==> config.mk <==
export PLATFORM = sky130hd
export DESIGN_NAME = lfm_fault_manager
export DESIGN_NICKNAME = d
export VERILOG_FILES = /design/src/logic/lfm_pkg.sv /design/src/logic/lfm_persist.sv /design/src/logic/lfm_ntc_cmp.sv /design/src/logic/lfm_fault_manager.sv
export VERILOG_INCLUDE_DIRS = /design/src /design/src/logic
export SDC_FILE = /design/constraint.sdc
export NUM_CORES = 1
export LEC_CHECK = 0
export BUFFER_PORTS_ARGS = -buffer_cell sky130_fd_sc_hd__buf_2
export CORE_ASPECT_RATIO = 1.5
export CORE_MARGIN = 10
export CORE_UTILIZATION = 56
export CTS_CLUSTER_SIZE = 12
export DETAILED_ROUTE_END_ITERATION = 6
export PLACE_DENSITY = 0.8
export RECOVER_POWER = 100
export SKIP_CTS_REPAIR_TIMING = 1
export SLEW_MARGIN = 20
export SYNTH_ARGS = -nofsm -noshare
export SYNTH_HDL_FRONTEND = slang
export SYNTH_SLANG_ARGS = --single-unit
==> constraint.sdc <==
create_clock -name clock -period 5.5 [get_ports clock]
set_clock_uncertainty 0.05 [all_clocks]
set_input_delay 1.1 -clock clock [delete_from_list [all_inputs] [get_ports clock]]
set_output_delay 1.1 -clock clock [all_outputs]
set_load 0.01 [all_outputs]
==> src/logic/lfm_defines.svh <==
// register map, field positions, reset values and timing counts
`ifndef LFM_DEFINES_SVH
`define LFM_DEFINES_SVH
// ----------------------------------------
// register offsets
// ----------------------------------------
`define LFM_CTRL_OFS 8'h00
`define LFM_LIMIT_OFS 8'h04
`define LFM_STATUS_OFS 8'h08
`define LFM_CLEAR_OFS 8'h0c
`define LFM_DERATE_OFS 8'h10
`define LFM_CTRL_RST 16'h0000
`define LFM_LIMIT_RST 16'h0000
`define LFM_CLEAR_BIT 0
// ----------------------------------------
// timing: persistence filter
// ----------------------------------------
`define LFM_CLK_MHZ 50
`define LFM_FILT_NS 10000
`define LFM_FILT_CYC ((`LFM_FILT_NS * `LFM_CLK_MHZ + 999) / 1000)
// ----------------------------------------
// derating scale, quarter percent steps
// ----------------------------------------
`define LFM_DUTY_FULL 9'h190
`define LFM_DERATE_STEP 12'h009
`define LFM_ONSET_LO 8'h5a
`define LFM_ONSET_MID 8'h64
`define LFM_ONSET_HI 8'h6e
`endif

==> src/logic/lfm_pkg.sv <==
// shared types of the led fault manager
package lfm_pkg;
    typedef logic [11:0] lfm_mv_t;  // millivolts
    typedef logic [12:0] lfm_res_t; // resistance, 10 ohm units
    typedef struct packed {
        logic boost_at_max;     // adaptive boost at max voltage
        logic pump_low;         // charge pump voltage low
        logic boost_soft_start; // boost soft start reached
        logic normal_mode;      // device in normal operation
        logic recovery_done;    // recovery timer restarted device
        logic [3:0] short_hit;  // short detected per string
    } lfm_sense_t;
    typedef struct packed {
        logic [1:0] die_derate_onset_sel;
        logic [2:0] headroom_threshold_sel;
        logic hybrid_dim_en;
        logic thermistor_comp_en;
        logic cluster_string_fault_en;
        logic display_fault_en;
        logic cluster_mode;
    } lfm_ctrl_t;
    typedef enum logic [0:0] {
        LFM_RUN = 1'b0,
        LFM_RECOVER = 1'b1
    } lfm_state_t;
endpackage : lfm_pkg

==> src/logic/lfm_persist.sv <==
// persistence filter: output rises after input held for a count
`timescale 1ns/1ps
module lfm_persist #(
    parameter int CYCLES = 500 // cycles the input must persist
) (
    input wire logic clock, // core clock
    input wire logic rst_n, // async reset, active low
    input wire logic raw,   // unfiltered condition
    input wire logic active, // monitoring window open
    output logic hit        // filtered condition
);
    localparam int CW = $clog2(CYCLES + 1);
    logic [CW-1:0] count;

    // count while condition holds, restart on any drop
    always_ff @(posedge clock or negedge rst_n) begin
        if (!rst_n) begin
            count <= '0;
            hit <= 1'b0;
        end else if (!(raw && active)) begin
            count <= '0;
            hit <= 1'b0;
        end else if (count == CW'(CYCLES - 1)) begin
            hit <= 1'b1;
        end else begin
            count <= count + 1'b1;
        end
    end
endmodule : lfm_persist

==> src/logic/lfm_ntc_cmp.sv <==
// thermistor limit decode and compare
`timescale 1ns/1ps
module lfm_ntc_cmp (
    input wire logic clock, // core clock
    input wire logic rst_n, // async reset, active low
    input wire logic [3:0] sel, // limit code
    input wire lfm_pkg::lfm_res_t res, // measured resistance
    output logic crossed    // resistance below limit
);
    import lfm_pkg::*;
    lfm_res_t limit;

    // sixteen limits, 10 ohm units, hotter codes lower
    always_comb begin
        case (sel)
            4'h0: limit = 13'h1f1f;
            4'h1: limit = 13'h10ef;
            4'h2: limit = 13'h0ba1;
            4'h3: limit = 13'h08db;
            4'h4: limit = 13'h0726;
            4'h5: limit = 13'h05fe;
            4'h6: limit = 13'h0529;
            4'h7: limit = 13'h0488;
            4'h8: limit = 13'h040a;
            4'h9: limit = 13'h03a4;
            4'ha: limit = 13'h0351;
            4'hb: limit = 13'h030b;
            4'hc: limit = 13'h02d0;
            4'hd: limit = 13'h029d;
            4'he: limit = 13'h0271;
            default: limit = 13'h024b;
        endcase
    end

    // ntc resistance falls as temperature rises
    always_ff @(posedge clock or negedge rst_n) begin
        if (!rst_n) begin
            crossed <= 1'b0;
        end else begin
            crossed <= res < limit;
        end
    end
endmodule : lfm_ntc_cmp

==> src/logic/lfm_fault_manager.sv <==
// fault supervision for a four-string led backlight driver
//
// How it works
// - display mode: open when below headroom and boost already at maximum
// - headroom code 110 is sat+175 mV, lower codes larger, 000 is sat+1000 mV
// - display-mode open string leaves regulation loop and its pwm stops
// - open reporting gated by display enable or cluster enable per mode
// - cluster mode: open whenever below headroom, no boost condition
// - cluster mode: open string pwm disabled, fault pin pulled low
// - open flag and pin clear on reset, clear write or select toggle
// - four-bit string fault field marks open or short, reset-only clear
// - charge pump monitored from boost soft start onward
// - pump fault enters recovery and pulls fault pin low
// - pump flag stays set after recovery restart until cleared
// - derate onset code: 00 off, 01 90C, 10 100C, 11 110C
// - above onset pwm duty drops 2.25 percent per degree
// - hybrid dimming also lowers led current for derating
// - thermistor codes map to sixteen limits from 79.67k down to 5.87k
// - thermistor limits checked only in normal mode with compensation on
// - low thermistor limit crossed reduces led current
// - low thermistor flag rising pulls fault pin low
// - high thermistor limit switches all outputs off, flags, pulls pin low
// - thermistor bit clears only if condition gone; pin clears always
// - pump and thermistor faults must persist 10 us
// - recovery: power switch, boost and sinks off, registers usable
`timescale 1ns/1ps
`include "lfm_defines.svh"
module lfm_fault_manager #(
    parameter int FILT_CYC = `LFM_FILT_CYC // fault persistence cycles
) (
    input wire logic clock, // 50 MHz core clock
    input wire logic rst_n, // power-on or enable reset
    input wire logic [7:0] reg_addr, // register address
    input wire logic [15:0] reg_wdata, // write data
    input wire logic reg_wr, // write strobe
    input wire logic reg_rd, // read strobe
    output logic [15:0] reg_rdata, // read data, next cycle
    input wire logic serial_select_n, // serial select pin
    input wire lfm_pkg::lfm_sense_t sense, // same-clock sense flags
    input wire lfm_pkg::lfm_mv_t [3:0] string_mv, // sink voltages
    input wire lfm_pkg::lfm_mv_t sat_mv, // sink saturation voltage
    input wire logic [7:0] die_temp_c, // die temperature
    input wire lfm_pkg::lfm_res_t ntc_res, // thermistor resistance
    output logic fault_pin_o, // fault pin level when driven
    output logic fault_pin_oe_n, // low pulls fault pin
    output logic [3:0] string_reg_exclude, // out of boost loop
    output logic [3:0] string_pwm_en, // pwm allowed per string
    output logic [8:0] pwm_duty_scale, // duty scale, 0.25 pct
    output logic [8:0] led_current_scale, // current scale
    output logic current_reduce, // thermistor low reduction
    output logic led_all_off, // thermistor high shutoff
    output logic power_switch_en, // power line switch
    output logic boost_en, // boost converter enable
    output logic sink_en // led current sinks enable
);
    import lfm_pkg::*;

    // ----------------------------------------
    // registers and bus slave
    // ----------------------------------------
    lfm_ctrl_t ctrl;
    logic [7:0] limit_sel;
    logic clr_wr;

    // software control writes
    always_ff @(posedge clock or negedge rst_n) begin
        if (!rst_n) begin
            ctrl <= lfm_ctrl_t'(`LFM_CTRL_RST);
            limit_sel <= 8'(`LFM_LIMIT_RST);
        end else if (reg_wr && reg_addr == `LFM_CTRL_OFS) begin
            ctrl <= lfm_ctrl_t'(reg_wdata[9:0]);
        end else if (reg_wr && reg_addr == `LFM_LIMIT_OFS) begin
            limit_sel <= reg_wdata[7:0];
        end
    end

    assign clr_wr = reg_wr && reg_addr == `LFM_CLEAR_OFS && reg_wdata[`LFM_CLEAR_BIT];

    // ----------------------------------------
    // select pin sync and toggle detect
    // ----------------------------------------
    logic sel_q1, sel_q2, sel_q3;
    logic clr_any;

    always_ff @(posedge clock or negedge rst_n) begin
        if (!rst_n) begin
            sel_q1 <= 1'b1;
            sel_q2 <= 1'b1;
            sel_q3 <= 1'b1;
        end else begin
            sel_q1 <= serial_select_n;
            sel_q2 <= sel_q1;
            sel_q3 <= sel_q2;
        end
    end

    assign clr_any = clr_wr || (sel_q2 ^ sel_q3);

    // ----------------------------------------
    // recovery state
    // ----------------------------------------
    lfm_state_t state, next_state;
    logic pump_hit, lo_hit, hi_hit;
    logic pump_hit_q, lo_hit_q, hi_hit_q;

    always_comb begin
        next_state = state;
        case (state)
            LFM_RUN: if (pump_hit && !pump_hit_q) next_state = LFM_RECOVER;
            LFM_RECOVER: if (sense.recovery_done) next_state = LFM_RUN;
            default: next_state = LFM_RUN;
        endcase
    end

    // recovery cuts power path; register port stays live
    always_ff @(posedge clock or negedge rst_n) begin
        if (!rst_n) begin
            state <= LFM_RUN;
            power_switch_en <= 1'b1;
            boost_en <= 1'b1;
            sink_en <= 1'b1;
        end else begin
            state <= next_state;
            power_switch_en <= next_state == LFM_RUN;
            boost_en <= next_state == LFM_RUN;
            sink_en <= next_state == LFM_RUN;
        end
    end

    // ----------------------------------------
    // open string detection
    // ----------------------------------------
    logic [11:0] margin_mv;
    logic [12:0] thr_mv;
    logic [3:0] below, det, open_seen, new_open;
    logic open_gate;

    // headroom margin above saturation
    always_comb begin
        case (ctrl.headroom_threshold_sel)
            3'h7: margin_mv = 12'h032;
            3'h6: margin_mv = 12'h0af;
            3'h5: margin_mv = 12'h12c;
            3'h4: margin_mv = 12'h1c2;
            3'h3: margin_mv = 12'h23f;
            3'h2: margin_mv = 12'h2bc;
            3'h1: margin_mv = 12'h36b;
            default: margin_mv = 12'h3e8;
        endcase
    end

    assign thr_mv = 13'(sat_mv) + 13'(margin_mv);
    // display needs boost at max, cluster does not
    assign open_gate = state == LFM_RUN && (ctrl.cluster_mode ? ctrl.cluster_string_fault_en
        : (ctrl.display_fault_en && sense.boost_at_max));

    for (genvar gi = 0; gi < 4; gi++) begin : g_str
        assign below[gi] = 13'(string_mv[gi]) < thr_mv;
    end

    assign det = below & {4{open_gate}};
    assign new_open = det & ~open_seen;

    // per-string latches, held until reset
    logic [3:0] string_fault;
    logic [3:0] excl;
    always_ff @(posedge clock or negedge rst_n) begin
        if (!rst_n) begin
            open_seen <= 4'h0;
            excl <= 4'h0;
            string_fault <= 4'h0;
        end else begin
            open_seen <= open_seen | det;
            excl <= excl | (det & {4{!ctrl.cluster_mode}});
            string_fault <= string_fault | det | sense.short_hit;
        end
    end

    // string outputs
    always_ff @(posedge clock or negedge rst_n) begin
        if (!rst_n) begin
            string_pwm_en <= 4'hf;
            string_reg_exclude <= 4'h0;
        end else begin
            string_pwm_en <= ~(open_seen | det);
            string_reg_exclude <= excl | (det & {4{!ctrl.cluster_mode}});
        end
    end

    // ----------------------------------------
    // filtered pump and thermistor faults
    // ----------------------------------------
    logic [1:0] ntc_cross;
    logic [2:0] f_raw, f_act, f_hit;
    logic ntc_active;

    assign ntc_active = sense.normal_mode && ctrl.thermistor_comp_en;

    for (genvar gn = 0; gn < 2; gn++) begin : g_ntc
        lfm_ntc_cmp u_cmp (
            .clock(clock),
            .rst_n(rst_n),
            .sel(limit_sel[gn*4 +: 4]),
            .res(ntc_res),
            .crossed(ntc_cross[gn])
        );
    end

    assign f_raw = {ntc_cross[1], ntc_cross[0], sense.pump_low};
    assign f_act = {ntc_active, ntc_active, sense.boost_soft_start && state == LFM_RUN};

    for (genvar gf = 0; gf < 3; gf++) begin : g_filt
        lfm_persist #(.CYCLES(FILT_CYC)) u_filt (
            .clock(clock),
            .rst_n(rst_n),
            .raw(f_raw[gf]),
            .active(f_act[gf]),
            .hit(f_hit[gf])
        );
    end

    assign pump_hit = f_hit[0];
    assign lo_hit = f_hit[1];
    assign hi_hit = f_hit[2];

    // ----------------------------------------
    // sticky flags and fault pin latch
    // ----------------------------------------
    logic open_flag, pump_flag, therm_lo_flag, therm_hi_flag;
    logic [3:0] pin_latch, pin_set;

    assign pin_set = {hi_hit && !hi_hit_q, lo_hit && !lo_hit_q,
        pump_hit && !pump_hit_q, |new_open};

    // set wins over a clear in the same cycle
    always_ff @(posedge clock or negedge rst_n) begin
        if (!rst_n) begin
            pump_hit_q <= 1'b0;
            lo_hit_q <= 1'b0;
            hi_hit_q <= 1'b0;
            open_flag <= 1'b0;
            pump_flag <= 1'b0;
            therm_lo_flag <= 1'b0;
            therm_hi_flag <= 1'b0;
            pin_latch <= 4'h0;
        end else begin
            pump_hit_q <= pump_hit;
            lo_hit_q <= lo_hit;
            hi_hit_q <= hi_hit;
            open_flag <= |new_open || (open_flag && !clr_any);
            pump_flag <= pump_hit || (pump_flag && !clr_any);
            therm_lo_flag <= lo_hit || (therm_lo_flag && !clr_any);
            therm_hi_flag <= hi_hit || (therm_hi_flag && !clr_any);
            pin_latch <= pin_set | (pin_latch & {4{!clr_any}});
        end
    end

    // open-drain fault pin
    always_ff @(posedge clock or negedge rst_n) begin
        if (!rst_n) begin
            fault_pin_o <= 1'b0;
            fault_pin_oe_n <= 1'b1;
        end else begin
            fault_pin_o <= 1'b0;
            fault_pin_oe_n <= !(|pin_latch);
        end
    end

    // thermistor actions follow the live filtered condition
    always_ff @(posedge clock or negedge rst_n) begin
        if (!rst_n) begin
            current_reduce <= 1'b0;
            led_all_off <= 1'b0;
        end else begin
            current_reduce <= lo_hit;
            led_all_off <= hi_hit;
        end
    end

    // ----------------------------------------
    // die temperature derating
    // ----------------------------------------
    logic [7:0] onset_c;
    logic [11:0] cut;
    logic [8:0] next_duty;

    always_comb begin
        case (ctrl.die_derate_onset_sel)
            2'h1: onset_c = `LFM_ONSET_LO;
            2'h2: onset_c = `LFM_ONSET_MID;
            default: onset_c = `LFM_ONSET_HI;
        endcase
        cut = 12'(die_temp_c - onset_c) * `LFM_DERATE_STEP;
        if (ctrl.die_derate_onset_sel == 2'h0 || die_temp_c <= onset_c) begin
            next_duty = `LFM_DUTY_FULL;
        end else if (cut >= 12'(`LFM_DUTY_FULL)) begin
            next_duty = 9'h000;
        end else begin
            next_duty = `LFM_DUTY_FULL - cut[8:0];
        end
    end

    always_ff @(posedge clock or negedge rst_n) begin
        if (!rst_n) begin
            pwm_duty_scale <= `LFM_DUTY_FULL;
            led_current_scale <= `LFM_DUTY_FULL;
        end else begin
            pwm_duty_scale <= next_duty;
            led_current_scale <= ctrl.hybrid_dim_en ? next_duty : `LFM_DUTY_FULL;
        end
    end

    // ----------------------------------------
    // read port, unmapped reads zero
    // ----------------------------------------
    always_ff @(posedge clock or negedge rst_n) begin
        if (!rst_n) begin
            reg_rdata <= 16'h0000;
        end else if (!reg_rd) begin
            reg_rdata <= 16'h0000;
        end else begin
            case (reg_addr)
                `LFM_CTRL_OFS: reg_rdata <= 16'(ctrl);
                `LFM_LIMIT_OFS: reg_rdata <= 16'(limit_sel);
                `LFM_STATUS_OFS: reg_rdata <= {6'h00, state == LFM_RECOVER, !fault_pin_oe_n,
                    string_fault, therm_hi_flag, therm_lo_flag, pump_flag, open_flag};
                `LFM_DERATE_OFS: reg_rdata <= 16'(pwm_duty_scale);
                default: reg_rdata <= 16'h0000;
            endcase
        end
    end
endmodule : lfm_fault_manager

Word level (Yosys, flattened, before mapping)
Memories as Yosys holds them, arrays and structs flattened.
Index checks and enable logic that the tools add are counted.
- memories: 2
- output and inout bits: 49
- logic and storage cells: 150
- bits of input ports: 119
- register bits after elaboration: 117
- ROM bits: 416
- multiply operators: 1
- magnitude comparators: 8
- equal/unequal tests: 22
- add/sub/neg operators: 6
- reduce and logical (&&, ||, !) cells: 36
- bitwise logic cells: 15
- multiplexer cells: 23
- memory list (name ; words ; width ; rd ports ; clocked after memory_dff ; write ports ; line ; RTL):
    (name not given) ; 16 ; 13 ; 1 ; 0 ; 0 ; lfm_ntc_cmp.sv:15 ; case (sel)
    (name not given) ; 16 ; 13 ; 1 ; 0 ; 0 ; lfm_ntc_cmp.sv:15 ;
- operators by type and width (cell ; count):
    2-to-1 mux 9 bit ; 9
    one-hot mux 10 bit (7 select lines) ; 1
    < comparator 12 x 13 -> 1 bit ; 4
    one-hot mux 10 bit (4 select lines) ; 1
    adder 9 x 1 -> 9 bit (second input constant) ; 3
    equality test 9 bit (second input constant) ; 3
    < comparator 13 bit ; 2
    OR 4 bit ; 5
    logical AND 1 bit ; 18
    AND 4 bit ; 4
    equality test 8 x 4 -> 1 bit (second input constant) ; 2
    2-to-1 mux 16 bit ; 1
    adder 12 x 12 -> 13 bit ; 1
    equality test 3 bit (second input constant) ; 4
    greater-or-equal comparator 12 x 9 -> 1 bit (second input constant) ; 1
    multiplier 9 x 5 -> 12 bit (second input constant) ; 1
    != test 2 bit (second input constant) ; 6
    one-hot mux 6 bit (2 select lines) ; 1
    2-to-1 mux 1 bit ; 9
    subtractor 8 x 7 -> 9 bit ; 1
    subtractor 9 bit (first input constant) ; 1
    equality test 8 x 3 -> 1 bit (second input constant) ; 1
    equality test 8 x 5 -> 1 bit (second input constant) ; 1
    <= comparator 8 bit ; 1
    other kinds (14) ; 30

Longest topological paths before layout
Gate-level depths: netlist (run 1).
- depth after elaboration: 8
- depth in mapped cells: 20
- depth with buffers taken out: 20

Cells and area by module
Synthesis (run 1) repeated with hierarchy kept, for this count alone.
- cells, all modules: 874
- area total of the unflattened synthesis: 8259.2 sq um
- modules (own cells, without submodules) (module ; seq. area each (sq um) ; cells an instance ; area an instance (sq um) ; instances):
    lfm_fault_manager ; 1995.7 ; 555 ; 5472.7 ; 1
    lfm_persist ; 250.2 ; 49 ; 499.2 ; 3
    lfm_ntc_cmp ; 25.0 ; 86 ; 644.4 ; 2

Worst setup path before layout (run 1)
OpenSTA, ideal clock, no wires.
- kind: input -> register
- start: input die_temp_c[2]
- end: register led_current_scale[1]
- data required time: 5330 ps
- buffers on the path: 1
- arrival time: 4425 ps
- stages: 17
- slack: 905 ps
- path through: ha_1 > nor2b_1 > o21ai_0 > a21boi_0 > o21ai_0 > nor2b_1 > xnor2_1 > ha_1 > ha_1 > o21a_1 > a211oi_1 > o21ai_0 > and3_1 > o221ai_1 > nor2_1 > clkbuf_1 > and3_1
- cells in the longest elaborated chain, start to end: 6
- elaborated cells on any way between the ends: 8
- classes of those cells: add/sub: 1; mul: 1; order compare: 2; mux: 3; reduce/logical: 1
- RTL lines (element ; line ; RTL):
    from (decl) ; lfm_fault_manager.sv:42 ; input wire logic [7:0] die_temp_c,
    subtractor 8 x 7 -> 9 bit ; lfm_fault_manager.sv:293 ; cut = 12'(die_temp_c - onset_c) * `LFM_DERATE_STEP;
    multiplier 9 x 5 -> 12 bit (no source line) ; - ;
    greater-or-equal comparator 12 x 9 -> 1 bit ; lfm_fault_manager.sv:296 ; end else if (cut >= 12'(`LFM_DUTY_FULL)) begin
    2-to-1 mux 9 bit ; lfm_fault_manager.sv:296 ;
    2-to-1 mux 9 bit * ; lfm_fault_manager.sv:294 ; if (ctrl.die_derate_onset_sel == 2'h0 || die_temp_c <= onset_c) begin
    2-to-1 mux 9 bit (no source line) * ; - ;
    to (signal assigned) ; lfm_fault_manager.sv:306 ; led_current_scale <= `LFM_DUTY_FULL;
    to (signal assigned) ; lfm_fault_manager.sv:309 ; led_current_scale <= ctrl.hybrid_dim_en ? next_duty : `LFM_DUTY_FULL;
    to (decl) ; lfm_fault_manager.sv:49 ; output logic [8:0] led_current_scale,
Every way passes the cells marked *; elsewhere a longest branch is shown, timed or not.
A chain may end at the register's enable or synchronous reset.

Final worst setup path (run 1)
- start: register ctrl[7] in the netlist's numbering
- end: register string_fault[1]
- cells in the longest elaborated chain, start to end: 7
- elaborated cells on any way between the ends: 13
- classes of those cells: add/sub: 1; order compare: 1; eq/ne: 7; mux: 1; bitwise: 3
- RTL lines (element ; line ; RTL):
    from (decl) ; lfm_fault_manager.sv:61 ; lfm_ctrl_t ctrl;
    from (signal assigned) ; lfm_fault_manager.sv:68 ; ctrl <= lfm_ctrl_t'(`LFM_CTRL_RST);
    from (signal assigned) ; lfm_fault_manager.sv:71 ; ctrl <= lfm_ctrl_t'(reg_wdata[9:0]);
    equality test 3 x 1 -> 1 bit, or another cell as far along ; lfm_fault_manager.sv:140 ; case (ctrl.headroom_threshold_sel)
    one-hot mux 10 bit (7 select lines) * ; lfm_fault_manager.sv:140 ;
    adder 12 x 12 -> 13 bit * ; lfm_fault_manager.sv:152 ; assign thr_mv = 13'(sat_mv) + 13'(margin_mv);
    < comparator 12 x 13 -> 1 bit * ; lfm_fault_manager.sv:158 ; assign below[gi] = 13'(string_mv[gi]) < thr_mv;
    AND 4 bit * ; lfm_fault_manager.sv:161 ; assign det = below & {4{open_gate}};
    OR 4 bit * (2 in a row) ; lfm_fault_manager.sv:175 ; string_fault <= string_fault | det | sense.short_hit;
    to (signal assigned) ; lfm_fault_manager.sv:175 ;
    to (decl) ; lfm_fault_manager.sv:165 ; logic [3:0] string_fault;
Marks and branches as above.

==> impl_metrics.py, run 1 <==
metrics = {
    "run_status": {
        "status": "finished with violations",
        "violations": "max-capacitance violations, max-slew violations",
    },
    "clock_network": {
        "cts.clk_slew.worst_paths_ps": 70,
        "cts_sinks": 111,
        "cts_tree": "done",
        "cts_made_buffers": 9,
        "cts_buffer_depth": 2,
        "cts_root_buffer": "clkbuf_16",
        "cts_max_level": 3,
        "insertion_delay_ps": 350,
    },
    "sta": {
        "slew_violations": 74,
        "layout_setup_ws_ps": 603,
        "rsz0062_at_grt": "no",
        "hold_viol": 0,
        "fmax_ghz": 0.204,
        "period_needed_ps": 4900,
        "finalSetupViolations": 0,
        "slew_headroom_pct": -125,
        "finalCritPeriodShare_pct": 89.0,
        "finalSetupTns_ps": 0,
        "tightestPinTransition_ps": 3370,
    },
    "worst_setup_path": {
        "slowest_stage": "nor3b_1",
        "path_delay_family": "simple AND/OR/NAND/NOR gates",
        "cp_max_fo": 7,
        "cp_common_cell": "o21ai_0",
        "cp_slowest_stage_delay_ps": 670,
        "endpoint_kind": "flop",
        "criticalPathCategory": "flop to flop",
        "path_cells": "inv_1 > nor2_1 > nand2_1 > o21ai_0 > ha_1 > fa_1 > a211oi_1 > nor3b_1 > o21ai_0 > nand2b_1 > a21oi_1 > xor2_1 > ha_1 > nand2_1 > o21ai_0 > a21oi_1 > o21a_1 > maj3_1 > or2_0 > a2111o_1",
        "crit_buf_inv": 1,
        "cp.required_ps": 5690,
        "critPathLaunchType": "flop",
        "critical_path_arrival_ps": 5090,
    },
    "power": {
        "pwr_density_cell_mw_per_mm2": 250,
        "p_leak_nw": 4.34,
        "ir_worst_vdd_v": 0.000172,
    },
    "placed_design": {
        "hpwl_mm": 17.1,
        "gp_congestion": 0.891,
        "pre_cts_ws_ps": 381,
        "placed_area_mm2": 0.00899,
        "portBuffers": 154,
        "dp.cells": 1197,
    },
    "synth": {
        "syn_area_mm2": 0.00809,
        "synth_warnings": 0,
        "ys_ff_latch": 111,
        "syn_inst": 871,
        "yosys.area_share.xor_xnor_pct": 3.68,
        "yosysMostFrequentCell": "ha_1",
        "synth_top_area_share_pct": 29.7,
        "synth_top_family_by_area": "compound AO/OA/AOI/OAI gates",
        "synth-simple-area-share_pct": 18.2,
        "synth_commonest_cells": "106 x ha_1, 96 x dfrtp_1, 78 x nor2_1, 62 x o21ai_0, 58 x nand2_1",
        "async_flop_share_pct": 100,
        "synth-compound-area-share_pct": 18.8,
        "synthMuxAreaShare_pct": 3.63,
        "synthTopCellsByArea": "dfrtp_1 30%, ha_1 16%, dfstp_2 4.9%",
        "synth_top_area_cell": "dfrtp_1",
        "seq_area_frac_synth_pct": 34.6,
        "ys_types": 74,
        "synthAdderAreaFrac_pct": 17.5,
        "syn_avg_cell_area_um2": 9.29,
        "synth-edff-count": 0,
        "synth_ff_type": "dfrtp_1",
    },
    "detailed_routing": {
        "ant_nets": 0,
        "drtIter0Drc": 405,
        "met3_length_mm": 1.22,
        "highest_layer": "met5",
        "vias_per_cell": 5.80,
        "met1_length_mm": 8.53,
        "avgRoutedWirePerCell_um": 17.5,
        "first_pass_iters": 7,
        "drc_errors": 0,
        "drt_wl_total_mm": 21.2,
        "route.met2.wl_mm": 10.8,
        "via_count": 7042,
    },
    "global_route": {
        "grt_util_all_layers_pct": 20.8,
        "grt_max_degree": 65,
        "grt_pass1_vias": 7080,
        "grt-ovfl-total": 0,
        "antenna_found_initial": 2,
        "grt_pass1_wl_mm": 34.0,
    },
    "layout": {
        "multiInputGateArea_mm2": 0.00502,
        "fillers": 1238,
        "drive_gt1_share_pct": 17.6,
        "seq_area_mm2": 0.00280,
        "post-route-cell-area_mm2": 0.00926,
        "layout.cells.non_filler": 1215,
        "area_growth_pct": 14.5,
        "layout.nets": 1244,
    },
    "hold_path": {
        "hold_class": "flop to flop",
    },
    "floorplan": {
        "start_util_pct": 57.3,
        "die_area_mm2": 0.0198,
        "core_area_mm2": 0.0141,
        "die_h_um": 167,
        "num_io_pins": 168,
        "rows": 53,
        "die_w_um": 118,
    },
    "flow_run": {
        "maxCapViolCount": 2,
    },
}
cells by family after synthesis:
family / Yosys count
simple gates: 291
compound gates: 231
mux: 27
flops: 111
fa+ha+maj: 112
other cells: 1
xor+xnor: 34
buf+inv: 64
per-stage QoR:
step           hold WS [ps]  total power [mW]  util (%)
6_report                319              2.32      65.6
2_1_floorplan           295              1.40         -
4_1_cts                 314              2.34      66.1
5_1_grt                 322              2.46      65.5
3_5_place_dp            299              1.62      63.7
3_3_place_gp            297              1.60      63.7
cell type report:
type	count	area share [%]
tap	192	2.59
clock buffer	10	2.58
antenna	2	0.0540
inverter	36	1.46
multi-input combinational	702	54.2
clock inverter	6	1.11
timing repair buffer	156	7.86
sequential	111	30.2
routing by layer:
layer / GRT usage [%] / up-vias
met1: 23.0 / 3318
met5: 0 / -
met3: 4.91 / 38
li1: - / 3483
met4: 8.41 / 2
met2: 37.3 / 201
worst reg2reg max path, stage by stage, from the launching register on:
cell      delay (ps)
dfrtp_1          470
inv_1            120
nor2_1           190
nand2_1           70
o21ai_0          120
ha_1             240
fa_1             250
a211oi_1          90
nor3b_1          670
o21ai_0          220
nand2b_1         110
a21oi_1           80
xor2_1           370
ha_1             220
nand2_1           50
o21ai_0          160
a21oi_1          110
o21a_1           120
maj3_1           400
or2_0            270
a2111o_1         420
worst paths after layout:
path | startpoint | slack (ps) | depth (start not counted) | endpoint
setup / recovery | ctrl[7] | 600 | 20 | string_fault[1]
hold / removal | sel_q1 | 320 | 0 | sel_q2
min in group asynchronous | rst_n | 1820 | 1 | string_reg_exclude[3]
setup reg to reg | ctrl[7] | 600 | 20 | string_fault[1]
hold reg to reg | sel_q1 | 320 | 0 | sel_q2
max in group asynchronous | rst_n | 1070 | 2 | g_filt[2].u_filt.count[3]
placed cells by master, fill, tap and decap left out, types with 22 or more instances in the layout:
cell type and count:
nor2_1 78, inv_1 36, ha_1 106, nand3_1 32, a21oi_1 57, o21ai_0 62, nand2_1 58, clkbuf_1 42
xor2_1 22, buf_2 113, dfrtp_1 96
report_power, final:
| group | leakage, nW | internal, mW | switching, mW | total, mW |
|---|---|---|---|---|
| combinational | 2.73 | 0.285 | 0.368 | 0.653 |
| clock | 0.166 | 0.420 | 0.306 | 0.725 |
| sequential | 1.45 | 0.888 | 0.0524 | 0.940 |
| total | 4.34 | 1.59 | 0.726 | 2.32 |
state kept, by name, summed over array words and instances (netlist names), 8 cells and up:
| register | count |
|---|---|
| ctrl | 10 |
| g_filt.u_filt.count | 27 |
| led_current_scale | 9 |
| limit_sel | 8 |
| pwm_duty_scale | 9 |
| reg_rdata | 10 |
Note: power is estimated with default switching activity, not from simulation.
==> run 2, diff against run 1 <==
--- a/config.mk
+++ b/config.mk
@@ -10,7 +10,7 @@
 export CORE_ASPECT_RATIO = 1.5
 export CORE_MARGIN = 10
 export CORE_UTILIZATION = 56
-export CTS_CLUSTER_SIZE = 12
+export CTS_CLUSTER_SIZE = 14
 export DETAILED_ROUTE_END_ITERATION = 6
 export PLACE_DENSITY = 0.8
 export RECOVER_POWER = 100
==> constraint.sdc (replaced) <==
create_clock -name clock -period 4.7 [get_ports clock]
set_clock_uncertainty 0.05 [all_clocks]
set_input_delay 0.94 -clock clock [delete_from_list [all_inputs] [get_ports clock]]
set_output_delay 0.94 -clock clock [all_outputs]
set_load 0.01 [all_outputs]
==> impl_metrics.py, run 2 (synthesis gave the netlist of run 1 again) <==
metrics = {
    "run_status": {
        "status": "finished with violations",
        "violations": "max-capacitance violations, max-slew violations",
    },
    "clock_network": {
        "cts_buffer_depth": 2,
        "cts_sinks": 111,
        "insertion_delay_ps": 360,
        "cts_root_buffer": "clkbuf_16",
        "cts_tree": "done",
        "cts_max_level": 3,
        "cts.clk_slew.worst_paths_ps": 70,
        "cts_made_buffers": 9,
    },
    "layout": {
        "fillers": 1233,
        "max_flop_register": "g_filt.u_filt.count",
        "final_common_cell": "buf_2",
        "layout.nets": 1262,
        "mostFrequentLayoutCells": "113 x buf_2, 106 x ha_1, 95 x dfrtp_1, 78 x nor2_1, 60 x o21ai_0",
        "drive_gt1_share_pct": 19.5,
        "largest_reg_flops": 27,
        "layout.cells.non_filler": 1234,
        "area_growth_pct": 15.9,
        "reg_top3": "g_filt.u_filt.count x27, ctrl x10, reg_rdata x10",
    },
    "power": {
        "seqPwrFrac_pct": 41.4,
        "pwr_density_cell_mw_per_mm2": 283,
        "p_int_mw": 1.78,
        "p_leak_nw": 4.41,
        "p_sw_share_pct": 32.8,
        "power.total_mw": 2.65,
        "power.switching_uw": 871,
        "p_comb_share_pct": 30.1,
        "ir_worst_vdd_v": 0.000208,
        "clockPowerShare_pct": 28.4,
    },
    "sta": {
        "tightestPinTransition_ps": 3180,
        "finalSetupViolations": 0,
        "hold_viol": 0,
        "rsz0062_at_grt": "no",
        "slew_headroom_pct": -112,
        "slew_violations": 62,
        "finalCritPeriodShare_pct": 92.3,
        "period_needed_ps": 4340,
        "fmax_ghz": 0.230,
    },
    "worst_setup_path": {
        "slowest_stage": "o21ai_0",
        "ff2ff_setup_slack_ps": 360,
        "r2r_cells": 17,
        "cp_slowest_stage_delay_ps": 440,
        "critPathLaunchType": "flop",
        "reg2reg_from": "ctrl[7]",
        "rr_endpoint": "string_fault[0]",
        "cp_max_fo": 6,
        "path_cells": "buf_4 > nand2_1 > nor2_1 > a21oi_1 > ha_1 > a21o_1 > a21oi_1 > nand2b_1 > a211oi_1 > o31a_1 > or2_2 > ha_1 > nand3_1 > o21ai_0 > maj3_1 > a21oi_2 > a2111o_1",
        "criticalPathCategory": "flop to flop",
        "endpoint_kind": "flop",
        "critical_path_arrival_ps": 4530,
        "cp.required_ps": 4890,
    },
    "hold_path": {
        "hold_start": "sel_q1",
        "worst_hold_path.endpoint": "sel_q2",
        "hold_class": "flop to flop",
        "hold_depth": 0,
    },
    "global_route": {
        "grt_pass1_wl_mm": 34.6,
        "antenna_found_initial": 4,
        "grt_util_all_layers_pct": 21.0,
        "grt-ovfl-total": 0,
        "grt_pass1_vias": 7200,
        "grt_max_degree": 62,
    },
    "detailed_routing": {
        "via_count": 7190,
        "ant_nets": 0,
        "first_pass_iters": 5,
        "drt_wl_total_mm": 21.3,
        "vias_per_cell": 5.83,
        "avgRoutedWirePerCell_um": 17.2,
        "drtIter0Drc": 363,
        "drc_errors": 0,
    },
    "floorplan": {
        "die_w_um": 118,
        "core_area_mm2": 0.0141,
        "die_area_mm2": 0.0198,
        "start_util_pct": 57.3,
        "rows": 53,
        "num_io_pins": 168,
        "die_h_um": 167,
    },
    "placed_design": {
        "portBuffers": 154,
        "hpwl_mm": 17.5,
        "dp.cells": 1214,
        "gp_congestion": 0.910,
    },
    "flow_run": {
        "maxCapViolCount": 1,
    },
}
[run 2: changes by cell type in the layout (fill, tap and decap cells not counted), moves of 2 or more]
cell	previous run	this run
o21ai_0	62	60
buf_4	0	16
o21ai_1	0	2
and2_0	5	1
and2_1	1	5
bufinv_16	2	0
[run 2: layer usage]
layer | global-route usage (%) | part of all wire (%) | vias to the layer above
li1 | - | - | 3525
met1 | 23.8 | 40 | 3379
met2 | 37.1 | 51 | 227
met3 | 3.87 | 5.3 | 57
met4 | 10.1 | 3.8 | 2
met5 | 0 | 0.061 | -
[run 2: cell type report]
class / instances / area [um2] / area share [%]
Tap cell: 192 / 240 / 2.56
Sequential cell: 111 / 2800 / 29.8
Multi-Input combinational cell: 702 / 5030 / 53.7
Clock buffer: 10 / 239 / 2.55
Timing Repair Buffer: 174 / 861 / 9.18
Clock inverter: 6 / 61.3 / 0.654
Inverter: 36 / 135 / 1.44
Antenna cell: 3 / 7.51 / 0.0801
[run 2: power groups by stage]
stage | sequential (mW) | combinational (mW) | clock (mW)
after floorplan | 1.11 | 0.526 | 0
after global placement | 1.11 | 0.787 | 0
after detailed placement | 1.12 | 0.808 | 0
after CTS | 1.10 | 0.812 | 0.771
after global routing | 1.11 | 0.910 | 0.807
final | 1.10 | 0.799 | 0.755
[run 2: critical path, delay by kind of cell (launching register included)]
kind	cells	cell delay (ps)
compound gates	8	1950
buf+inv	1	160
fa+ha+maj	3	890
simple gates	5	790
flops	1	380
[run 2: per-stage QoR]
step           hold slack, ps  util [%]  area (um2)  worst slack [ps]  TNS (ps)
2_1_floorplan             295         -        8110               265         0
3_3_place_gp              298      64.6        9120             -7.71     -10.0
3_5_place_dp              297      64.6        9120             -35.6      -117
4_1_cts                   308      66.7        9420               209         0
5_1_grt                   315      66.3        9370              11.0         0
6_report                  314      66.4        9380               360         0
[run 2: worst max-delay path by stage]
stage / cells after the start / end / startpoint / slack [ps]
after floorplan: 17 / led_current_scale[1] / die_temp_c[2] / 270
after global placement: 17 / string_fault[0] / sat_mv[0] / -8
after detailed placement: 17 / string_fault[0] / sat_mv[0] / -40
after CTS: 19 / string_fault[0] / ctrl[5] / 210
after global routing: 18 / open_flag / ctrl[7] / 10
final: 17 / string_fault[0] / ctrl[7] / 360
